[src/rtl/serc_pkg.sv]
// Shared constants for the sensor error routing and configuration block.
// Assumes a 16-bit register port with 8-bit addresses driven by a serial front end.
package serc_pkg;

    // ------------------------------------------------------------------
    // Register offsets
    // ------------------------------------------------------------------
    localparam logic [7:0] ADDR_DATA0       = 8'h00;
    localparam logic [7:0] ADDR_STATUS      = 8'h18;
    localparam logic [7:0] ADDR_ERR_ROUTE   = 8'h19;
    localparam logic [7:0] ADDR_DEV_CFG     = 8'h1A;

    // ------------------------------------------------------------------
    // Error routing register fields
    // ------------------------------------------------------------------
    localparam int ER_UR_RES  = 15;
    localparam int ER_OR_RES  = 14;
    localparam int ER_WD_RES  = 13;
    localparam int ER_AH_RES  = 12;
    localparam int ER_AL_RES  = 11;
    localparam int ER_UR_IRQ  = 7;
    localparam int ER_OR_IRQ  = 6;
    localparam int ER_WD_IRQ  = 5;
    localparam int ER_AH_IRQ  = 4;
    localparam int ER_AL_IRQ  = 3;
    localparam int ER_ZC_IRQ  = 2;
    localparam int ER_DR_IRQ  = 0;
    localparam logic [15:0] ER_WMASK = 16'hF8FD;
    localparam logic [15:0] ER_RESET = 16'h0000;

    // ------------------------------------------------------------------
    // Device configuration register fields
    // ------------------------------------------------------------------
    localparam int DC_CHAN_HI   = 15;
    localparam int DC_CHAN_LO   = 14;
    localparam int DC_SLEEP     = 13;
    localparam int DC_OVERRIDE  = 12;
    localparam int DC_ACT_SEL   = 11;
    localparam int DC_AMP_DIS   = 10;
    localparam int DC_IRQ_DIS   = 7;
    localparam logic [15:0] DC_RESET = 16'h2801;

    // ------------------------------------------------------------------
    // Status register fields
    // ------------------------------------------------------------------
    localparam int ST_CHAN_LO = 14;
    localparam int ST_UR      = 13;
    localparam int ST_OR      = 12;
    localparam int ST_WD      = 11;
    localparam int ST_AH      = 10;
    localparam int ST_AL      = 9;
    localparam int ST_ZC      = 8;
    localparam int ST_DR      = 6;

    // Result register error flags, top four bits above a 12-bit result.
    localparam int RS_UR = 15;
    localparam int RS_OR = 14;
    localparam int RS_WD = 13;
    localparam int RS_AE = 12;
    localparam int RES_W = 12;
    localparam int NCH   = 4;

endpackage

[src/rtl/serc_chan_result.sv]
// One channel result register with its four latched error flags.
// Assumes events and read strobes are single-cycle pulses on clk.
`timescale 1ns/1ps
`default_nettype none

module serc_chan_result (
    input  wire logic                         clk,
    input  wire logic                         arst_n,
    input  wire logic                         conv_valid,
    input  wire logic [serc_pkg::RES_W-1:0]   conv_value,
    input  wire logic [3:0]                   flag_set,
    input  wire logic                         clear_rd,
    output var  logic [15:0]                  result_q
);

    typedef struct packed {
        logic [serc_pkg::RES_W-1:0] value;
        logic [3:0]                 flags;
    } serc_res_t;

    serc_res_t s_q;
    serc_res_t s_d;

    // A flag set in the same cycle as the read survives so the event is not lost.
    always_comb begin
        s_d = s_q;
        if (conv_valid) begin
            s_d.value = conv_value;
        end
        if (clear_rd) begin
            s_d.flags = 4'h0;
        end
        s_d.flags = s_d.flags | flag_set;
    end

    always_ff @(posedge clk or negedge arst_n) begin
        if (!arst_n) begin
            s_q <= '0;
        end else begin
            s_q <= s_d;
        end
    end

    assign result_q = {s_q.flags, s_q.value};

endmodule

`default_nettype wire

[src/rtl/serc_top.sv]
// Error routing and device configuration registers of a four-channel converter.
// Assumes a serial front end delivers single-cycle register strobes on clk,
// and the conversion core delivers single-cycle event pulses per channel.
//
// Overview of operation
// Under-range result enable puts under-range errors into that channel's result flag.
// Over-range result enable puts over-range errors into that channel's result flag.
// Watchdog result enable puts watchdog errors into that channel's result flag.
// Amplitude-high result enable reports into the shared amplitude result flag.
// Amplitude-low result enable reports into the shared amplitude result flag.
// Under-range interrupt enable sets its status flag and asserts the pin.
// Over-range interrupt enable sets its status flag and asserts the pin.
// Watchdog interrupt enable sets its status flag and asserts the pin.
// Amplitude-high interrupt enable sets its status flag and asserts the pin.
// Amplitude-low interrupt enable sets its status flag and asserts the pin.
// Zero-count interrupt enable sets its status flag and asserts the pin.
// Result-ready interrupt enable sets its status flag and asserts the pin.
// Sources with interrupt enable clear touch neither pin nor status.
// Host writes zero to reserved routing bits 10 to 8 and 1.
// Two-bit channel field selects single conversion channel 0 to 3.
// Sleep bit enters low-power sleep when set; resets to one.
// Override bit uses programmed per-channel drive current; defaults off.
// Activation mode: zero full current, one programmed current; resets one.
// Amplitude correction disable stops correction and freezes initial drive current.
// Reported errors stay latched until status or that channel's result is read.
// Interrupt disable keeps the pin high regardless of status.
// Interrupt pin is active low and released when reads clear the condition.
// All routing enables reset to zero.
`timescale 1ns/1ps
`default_nettype none

module serc_top (
    input  wire logic                                clk,
    input  wire logic                                arst_n,
    // Register port from the serial front end.
    input  wire logic                                reg_wr,
    input  wire logic                                reg_rd,
    input  wire logic [7:0]                          reg_addr,
    input  wire logic [15:0]                         reg_wdata,
    output logic      [15:0]                         reg_rdata,
    // Events from the conversion core.
    input  wire logic [1:0]                          evt_chan,
    input  wire logic                                evt_under_range,
    input  wire logic                                evt_over_range,
    input  wire logic                                evt_watchdog,
    input  wire logic                                evt_amp_high,
    input  wire logic                                evt_amp_low,
    input  wire logic                                evt_zero_count,
    input  wire logic                                evt_result_ready,
    input  wire logic [serc_pkg::RES_W-1:0]          evt_result,
    // Configuration outputs to the core.
    output logic      [1:0]                          single_channel_select,
    output logic                                     sleep_en,
    output logic                                     drive_current_override_en,
    output logic                                     activation_mode_sel,
    output logic                                     amp_correction_disable,
    output logic                                     irq_pin_n
);

    // ------------------------------------------------------------------
    // State
    // ------------------------------------------------------------------
    typedef struct packed {
        logic [15:0] err_route;
        logic [15:0] dev_cfg;
        logic [1:0]  st_chan;
        logic [6:0]  st_flags;
        logic [15:0] rdata;
        logic        irq_n;
    } serc_state_t;

    serc_state_t s_q;
    serc_state_t s_d;

    logic [15:0] res_word [serc_pkg::NCH];
    logic [3:0]  res_set  [serc_pkg::NCH];
    logic [serc_pkg::NCH-1:0] res_rd;

    // ------------------------------------------------------------------
    // Routing to the result registers
    // ------------------------------------------------------------------
    logic [3:0] res_flags;
    always_comb begin
        res_flags = 4'h0;
        res_flags[serc_pkg::RS_UR - serc_pkg::RES_W] =
            evt_under_range & s_q.err_route[serc_pkg::ER_UR_RES];
        res_flags[serc_pkg::RS_OR - serc_pkg::RES_W] =
            evt_over_range & s_q.err_route[serc_pkg::ER_OR_RES];
        res_flags[serc_pkg::RS_WD - serc_pkg::RES_W] =
            evt_watchdog & s_q.err_route[serc_pkg::ER_WD_RES];
        res_flags[serc_pkg::RS_AE - serc_pkg::RES_W] =
            (evt_amp_high & s_q.err_route[serc_pkg::ER_AH_RES])
            | (evt_amp_low & s_q.err_route[serc_pkg::ER_AL_RES]);
    end

    genvar gi;
    generate
        for (gi = 0; gi < serc_pkg::NCH; gi++) begin : g_ch
            assign res_set[gi] = (evt_chan == 2'(gi)) ? res_flags : 4'h0;
            assign res_rd[gi]  = reg_rd && (reg_addr == serc_pkg::ADDR_DATA0 + 8'(2 * gi));
            serc_chan_result u_res (
                .clk        (clk),
                .arst_n     (arst_n),
                .conv_valid (evt_result_ready && (evt_chan == 2'(gi))),
                .conv_value (evt_result),
                .flag_set   (res_set[gi]),
                .clear_rd   (res_rd[gi]),
                .result_q   (res_word[gi])
            );
        end
    endgenerate

    // ------------------------------------------------------------------
    // Status flags, ordered ur, or, wd, ah, al, zc, ready
    // ------------------------------------------------------------------
    logic [6:0] st_set;
    logic       st_rd;
    logic       err_rd;
    always_comb begin
        st_set = {evt_under_range  & s_q.err_route[serc_pkg::ER_UR_IRQ],
                  evt_over_range   & s_q.err_route[serc_pkg::ER_OR_IRQ],
                  evt_watchdog     & s_q.err_route[serc_pkg::ER_WD_IRQ],
                  evt_amp_high     & s_q.err_route[serc_pkg::ER_AH_IRQ],
                  evt_amp_low      & s_q.err_route[serc_pkg::ER_AL_IRQ],
                  evt_zero_count   & s_q.err_route[serc_pkg::ER_ZC_IRQ],
                  evt_result_ready & s_q.err_route[serc_pkg::ER_DR_IRQ]};
        st_rd  = reg_rd && (reg_addr == serc_pkg::ADDR_STATUS);
        // Reading the result register of the channel that raised the error
        // also releases the latched status.
        err_rd = st_rd || (res_rd[s_q.st_chan] && (s_q.st_flags[6:1] != 6'h00));
    end

    // ------------------------------------------------------------------
    // Register file and pin
    // ------------------------------------------------------------------
    always_comb begin
        s_d = s_q;
        if (reg_wr && reg_addr == serc_pkg::ADDR_ERR_ROUTE) begin
            s_d.err_route = reg_wdata & serc_pkg::ER_WMASK;
        end
        if (reg_wr && reg_addr == serc_pkg::ADDR_DEV_CFG) begin
            s_d.dev_cfg = reg_wdata;
        end
        if (err_rd) begin
            s_d.st_flags = 7'h00;
        end
        // A new event in the clearing cycle wins over the clear.
        s_d.st_flags = s_d.st_flags | st_set;
        if (st_set != 7'h00) begin
            s_d.st_chan = evt_chan;
        end
        s_d.irq_n = s_q.dev_cfg[serc_pkg::DC_IRQ_DIS]
                    || (s_d.st_flags == 7'h00);
        s_d.rdata = s_q.rdata;
        if (reg_rd) begin
            unique case (reg_addr)
                serc_pkg::ADDR_STATUS: begin
                    s_d.rdata = '0;
                    s_d.rdata[serc_pkg::ST_CHAN_LO +: 2] = s_q.st_chan;
                    s_d.rdata[serc_pkg::ST_ZC +: 6]      = s_q.st_flags[6:1];
                    s_d.rdata[serc_pkg::ST_DR]           = s_q.st_flags[0];
                end
                serc_pkg::ADDR_ERR_ROUTE: s_d.rdata = s_q.err_route;
                serc_pkg::ADDR_DEV_CFG:   s_d.rdata = s_q.dev_cfg;
                default: begin
                    s_d.rdata = 16'h0000;
                    for (int i = 0; i < serc_pkg::NCH; i++) begin
                        if (res_rd[i]) begin
                            s_d.rdata = res_word[i];
                        end
                    end
                end
            endcase
        end
    end

    always_ff @(posedge clk or negedge arst_n) begin
        if (!arst_n) begin
            s_q.err_route <= serc_pkg::ER_RESET;
            s_q.dev_cfg   <= serc_pkg::DC_RESET;
            s_q.st_chan   <= 2'b00;
            s_q.st_flags  <= 7'h00;
            s_q.rdata     <= 16'h0000;
            s_q.irq_n     <= 1'b1;
        end else begin
            s_q <= s_d;
        end
    end

    // ------------------------------------------------------------------
    // Outputs, all straight from flip-flops
    // ------------------------------------------------------------------
    assign reg_rdata                 = s_q.rdata;
    assign irq_pin_n                 = s_q.irq_n;
    assign single_channel_select     = s_q.dev_cfg[serc_pkg::DC_CHAN_LO +: 2];
    assign sleep_en                  = s_q.dev_cfg[serc_pkg::DC_SLEEP];
    assign drive_current_override_en = s_q.dev_cfg[serc_pkg::DC_OVERRIDE];
    assign activation_mode_sel       = s_q.dev_cfg[serc_pkg::DC_ACT_SEL];
    assign amp_correction_disable    = s_q.dev_cfg[serc_pkg::DC_AMP_DIS];

endmodule

`default_nettype wire

[config.mk]
export PLATFORM = sky130hd
export DESIGN_NAME = serc_top
export DESIGN_NICKNAME = d
export VERILOG_FILES = /design/src/rtl/serc_pkg.sv /design/src/rtl/serc_chan_result.sv /design/src/rtl/serc_top.sv
export SDC_FILE = /design/constraint.sdc
export NUM_CORES = 1
export LEC_CHECK = 0
export ABC_AREA = 1
export BUFFER_PORTS_ARGS = -buffer_cell sky130_fd_sc_hd__buf_2
export CAP_MARGIN = 20
export CORE_MARGIN = 3
export CORE_UTILIZATION = 50
export DETAILED_ROUTE_END_ITERATION = 6
export HOLD_SLACK_MARGIN = 0.08
export PLACE_DENSITY_LB_ADDON = 0.1
export REMOVE_ABC_BUFFERS = 1
export SYNTH_ARGS = -nofsm -noshare
export SYNTH_HDL_FRONTEND = slang
export SYNTH_SLANG_ARGS = --single-unit
export TNS_END_PERCENT = 30
[constraint.sdc]
create_clock -name clk -period 2.2 [get_ports clk]
set_input_delay 0.44 -clock clk [delete_from_list [all_inputs] [get_ports clk]]
set_output_delay 0.44 -clock clk [all_outputs]
set_load 0.1 [all_outputs]
# After elaboration in Yosys (flattened, before gate mapping)
# Cells that the tools add are included.
# classes
magnitude_cmp	1
n_eq_ne	9
mux	16
bitwise	18
reduce_logical	19
# ops
cell	n
$mux W16	4
$pmux W16 S3	1
$mux W4	8
$eq A8 B5 Y1 const B	3
$eq A8 B3 Y1 const B	2
$or A4 B4 Y4	4
$and A1 B1 Y1	12
$logic_and A1 B1 Y1	12
$eq A8 B2 Y1 const B	1
$logic_not A8 Y1	1
$logic_not A7 Y1	1
$mux W7	1
$or A7 B7 Y7	1
$reduce_bool A7 Y1	1
$reduce_bool A6 Y1	1
$eq A2 B2 Y1 const B	2
$lt A2 B3 Y1 const B	1
$bmux W1 S2	1
$eq A2 B1 Y1 const B	1
$logic_not A2 Y1	1
$logic_or A1 B1 Y1	2
$mux W1	1
$or A1 B1 Y1	1
# word_totals
regBits	118
in_bits	49

# Logic depth before layout (Yosys ltp)
# depth
ltp_word	10
mapped_depth	11
ltp_nobuf	11

# Modules after synthesis
# Synthesis repeated with hierarchy kept, for this count alone.
# hier_totals
hier_cells	709
hier_area_um2	5748.0
# by_module_without_submodules
module	n_inst	cells_per_inst	area_each_um2
serc_top	1	437	3320.7
serc_chan_result	4	68	606.8

# Least setup slack after synthesis
# OpenSTA, ideal clock, no wires.
# synth_path
kind	in2reg
from	input reg_addr[2]
to	register s_q[55] in the netlist's numbering
setup_ns	0.127
arrival_ns	1.485
t_required_ns	2.073
setup_slack_ns	0.587
path_stages	7
path_buffers	1
cell_sequence	inv_2 > nand2_2 > nor3_1 > nand2_2 > nor2_4 > buf_6 > mux2_1
# synth_via
elab_chain_cells	2
# synth_rtl
element	line_no	rtl
start, declared	serc_top.sv:38	input wire logic [7:0] reg_addr,
$eq A8 B5 Y1	serc_top.sv:138	if (reg_wr && reg_addr == serc_pkg::ADDR_ERR_ROUTE) begin
$logic_and A1 B1 Y1	serc_top.sv:138	
end, declared	serc_top.sv:72	serc_state_t s_q;
# Every way passes these cells.
# A chain may end at the register's enable or synchronous reset.

# Worst setup path in the final report
# layout_path
from	register s_q, in the netlist sleep_en
to	output sleep_en
# layout_lines
element	line_no	rtl
end, declared	serc_top.sv:53	output logic sleep_en,
# No word-level cell between the ends.

==> summary.txt <==
Finish
  – P&R area growth vs syn: 17.5%
  – Footprint of the multi-input gates: about 2100 sq um
  – Most frequent cells in the layout: nand2_1, dfrtp_1, o21ai_0, buf_2
  – N_diodes: 0
  – Final #Nets: 730
  – Share of layout cells above drive strength 1: 24.5%
  – Register area: 2960 sq um
  – Fin util: 61.6%
  – Filler cells: 896
  – Leading cell type in the layout, fill and taps excluded: nand2_1

Clock network
  – Clk slew on worst S/H paths: 0.05 ns
  – Clock buffer count from CTS: 17
  – Post_cts resized: 0
  – CTS H-tree depth: 4
  – Clock sink count: 118
  – Clock Tree Buf Depth: 2
  – CTS Root Buffer Type: clkbuf_8
  – # Post-CTS Setup Buffers: 0
  – CTS tree: yes
  – Worst skew pair latency: 0.52 ns

Worst setup path
  – Critical Path Sink Type: primary output
  – Delay-heaviest family, CP: flip-flops
  – CP cell instances: buf_2
  – WP data required: between 1.5 and 2 ns
  – Max incr delay on CP: 0.57 ns
  – CP max stage cell: dfstp_2
  – Worst Path Arrival: 1.52 ns
  – Kind of start point of the critical path: flop
  – CP Max Fanout: 3
  – CP Class: reg2out
  – WP buf/inv: 1

Pwr
  – Maximum VDD drop: about 0.00055 V
  – Pint: about 4.3 mW
  – Comb pwr share: about an eighth
  – Switching part of the total: 26.7%
  – Clock power frac: 44.3%
  – Leak pwr: 3.34 nW
  – Total power: 5.92 mW
  – Sw power: roughly 1.6 mW
  – Reg power frac: 43.7%
  – Pwr Density: 914 nW/um^2

Synth
  – Synth Area in Simple Gates: between 20% and 30%
  – Mapped Avg Cell Area: 8.96 sq um
  – Adder-cell share of the synthesized area: 0%
  – Seq/Total Area, Yosys: 53.7%
  – Combinational family with the most area after synthesis: simple AND/OR/NAND/NOR gates
  – Post-synthesis xor/xnor area fraction: 0%
  – Flops & latches, synth: around 120
  – Post-synthesis instance total: 615
  – Ys Warns: 0
  – Cell area after synthesis: 5510 sq um
  – Multiplexer share of the synthesized area: between 5 and 6%
  – Area fraction in compound gates after synthesis: 10.8%
  – Distinct cells, synth: 34

Drt
  – DRT met1 WL: 6120 um
  – Highest routed layer: met4
  – Routed Antenna Nets: 0
  – Via count: about 4400
  – DRT Pass-1 Iters: 5
  – Drt wl/cell: 16.3 um
  – Met2 WL: 6310 um
  – Detailed Route WL: 13500 um
  – DRT iter0 DRCs: 304
  – DRC viols: 0
  – Via/cell ratio: between 5 and 6
  – Wire length on met3: 902 um

Global routing
  – First-pass GRT wire length: 22600 um
  – Gr ovfl total: 0
  – GRT Total Usage: 23.3%
  – Pin count of the biggest net entering global routing: 37
  – Initial antenna violation count: 0
  – Number of global-route vias before repair: around 4500

Timing
  – Max_slew headroom: 67.2%
  – Final TNS setup: 0 ns
  – Tightest Pin Transition: 0.496 ns
  – Setup ws final: 0.239 ns
  – Final hold vios: 0
  – Fmax: 510 MHz
  – Period utilization: between 80% and 90%
  – Slew Viols, Final: 0
  – Clock skew: 0.00511 ns
  – Hold WS: between 0.1 and 0.15 ns
  – Final setup fails: 0
  – Crit path time final: about 2.0 ns
  – Unrepaired setup endpoints after global routing: no

Die
  – Die Height: 111 um
  – Ports: around 70
  – Initial core utilization: 52.4%
  – Die Width: 111 um
  – Die area: 12300 sq um
  – Core area: 10500 sq um
  – Cell Rows: 37

Job
  – Max-cap violations: 0

Placement
  – Global placement routability congestion: 0.876
  – Port bufs: 71
  – Pre-CTS setup slack: 0.212 ns
  – DPL Wire Length: 9630 um

Worst hold path
  – Hold Crit Class: in2reg

Outcome
  – Status: finished, final reports clean
-- flip-flops by register name (all words and copies together), names as in the netlist --
name and flops:
s_q 31, single_channel_select 2, irq_pin_n 1, activation_mode_sel 1, amp_correction_disable 1, sleep_en 1, drive_current_override_en 1, reg_rdata 16
g_ch.u_res.result_q 64
-- synth_stat cells (all sizes together) --
cell     count  area share, %
a211oi       7           0.95
a21oi       19            1.7
a221oi       1           0.16
a22o         1           0.16
buf         26            3.8
clkbuf      10           0.68
clkinv       2           0.18
dfrtp      114             52
dfstp        4            1.9
inv         51            3.6
mux2        23            5.4
nand2      188             14
nand3       32            3.3
nand4        4           0.45
nor2        48            3.8
nor3         4           0.57
o2111ai      4           0.64
o21ai       72            6.6
o22ai        5           0.57
-- per-stage QoR --
step                cells  area [sq um]
finish                830          6470
CTS                   830          6470
global placement      797          5890
detailed placement    797          5890
global route          830          6470
floorplan             579          5260
-- timing repair --
item | 4_1_cts | 5_1_grt
hold buffers | 1 | 0
endpoints found under the setup margin | 0 | 0
endpoints found under the hold margin | 16 | 0
-- cell families after synthesis --
family	count (synthesis)
simple gates	276
flops	118
compound gates	109
buf+inv	89
mux	23
-- path summary, 6_finish.rpt --
kind	startpoint	endpoint	slack [ns]	cells past startpoint
worst max-delay path	sleep_en	sleep_en	0.24	1
worst min-delay path	reg_wdata[6]	s_q[48]	0.15	3
worst max register to register	s_q[24]	irq_pin_n	0.72	11
worst min register to register	g_ch[3].u_res.result_q[1]	g_ch[3].u_res.result_q[1]	0.48	2
max in group asynchronous	arst_n	s_q[26]	1.31	3
min in group asynchronous	arst_n	g_ch[1].u_res.result_q[1]	0.35	2
-- metal layers --
metal | vias to the layer above | track usage, %
met1 | 2094 | 32.0
li1 | 2119 | -
met3 | 16 | 4.97
met2 | 152 | 37.1
met4 | 0 | 7.64
met5 | - | 0
-- final cells by class --
cell class | instances | area share [%]
Timing Repair Buffer | 83 | 7.35
Clock inverter | 9 | 1.55
Multi-Input combinational cell | 408 | 32.4
Sequential cell | 118 | 45.7
Clock buffer | 23 | 7.21
Tap cell | 136 | 2.63
Inverter | 53 | 3.19
-- power by group through the flow --
| stage | combinational [mW] | clock (mW) | sequential (mW) |
|---|---|---|---|
| after global placement | 0.700 | 0 | 2.61 |
| after global routing | 0.795 | 2.76 | 2.62 |
| after floorplan | 0.294 | 0 | 2.77 |
| final | 0.713 | 2.62 | 2.59 |
| after detailed placement | 0.719 | 0 | 2.62 |
| after CTS | 0.721 | 2.67 | 2.58 |
No activity file was read; power rests on OpenSTA's default activity.
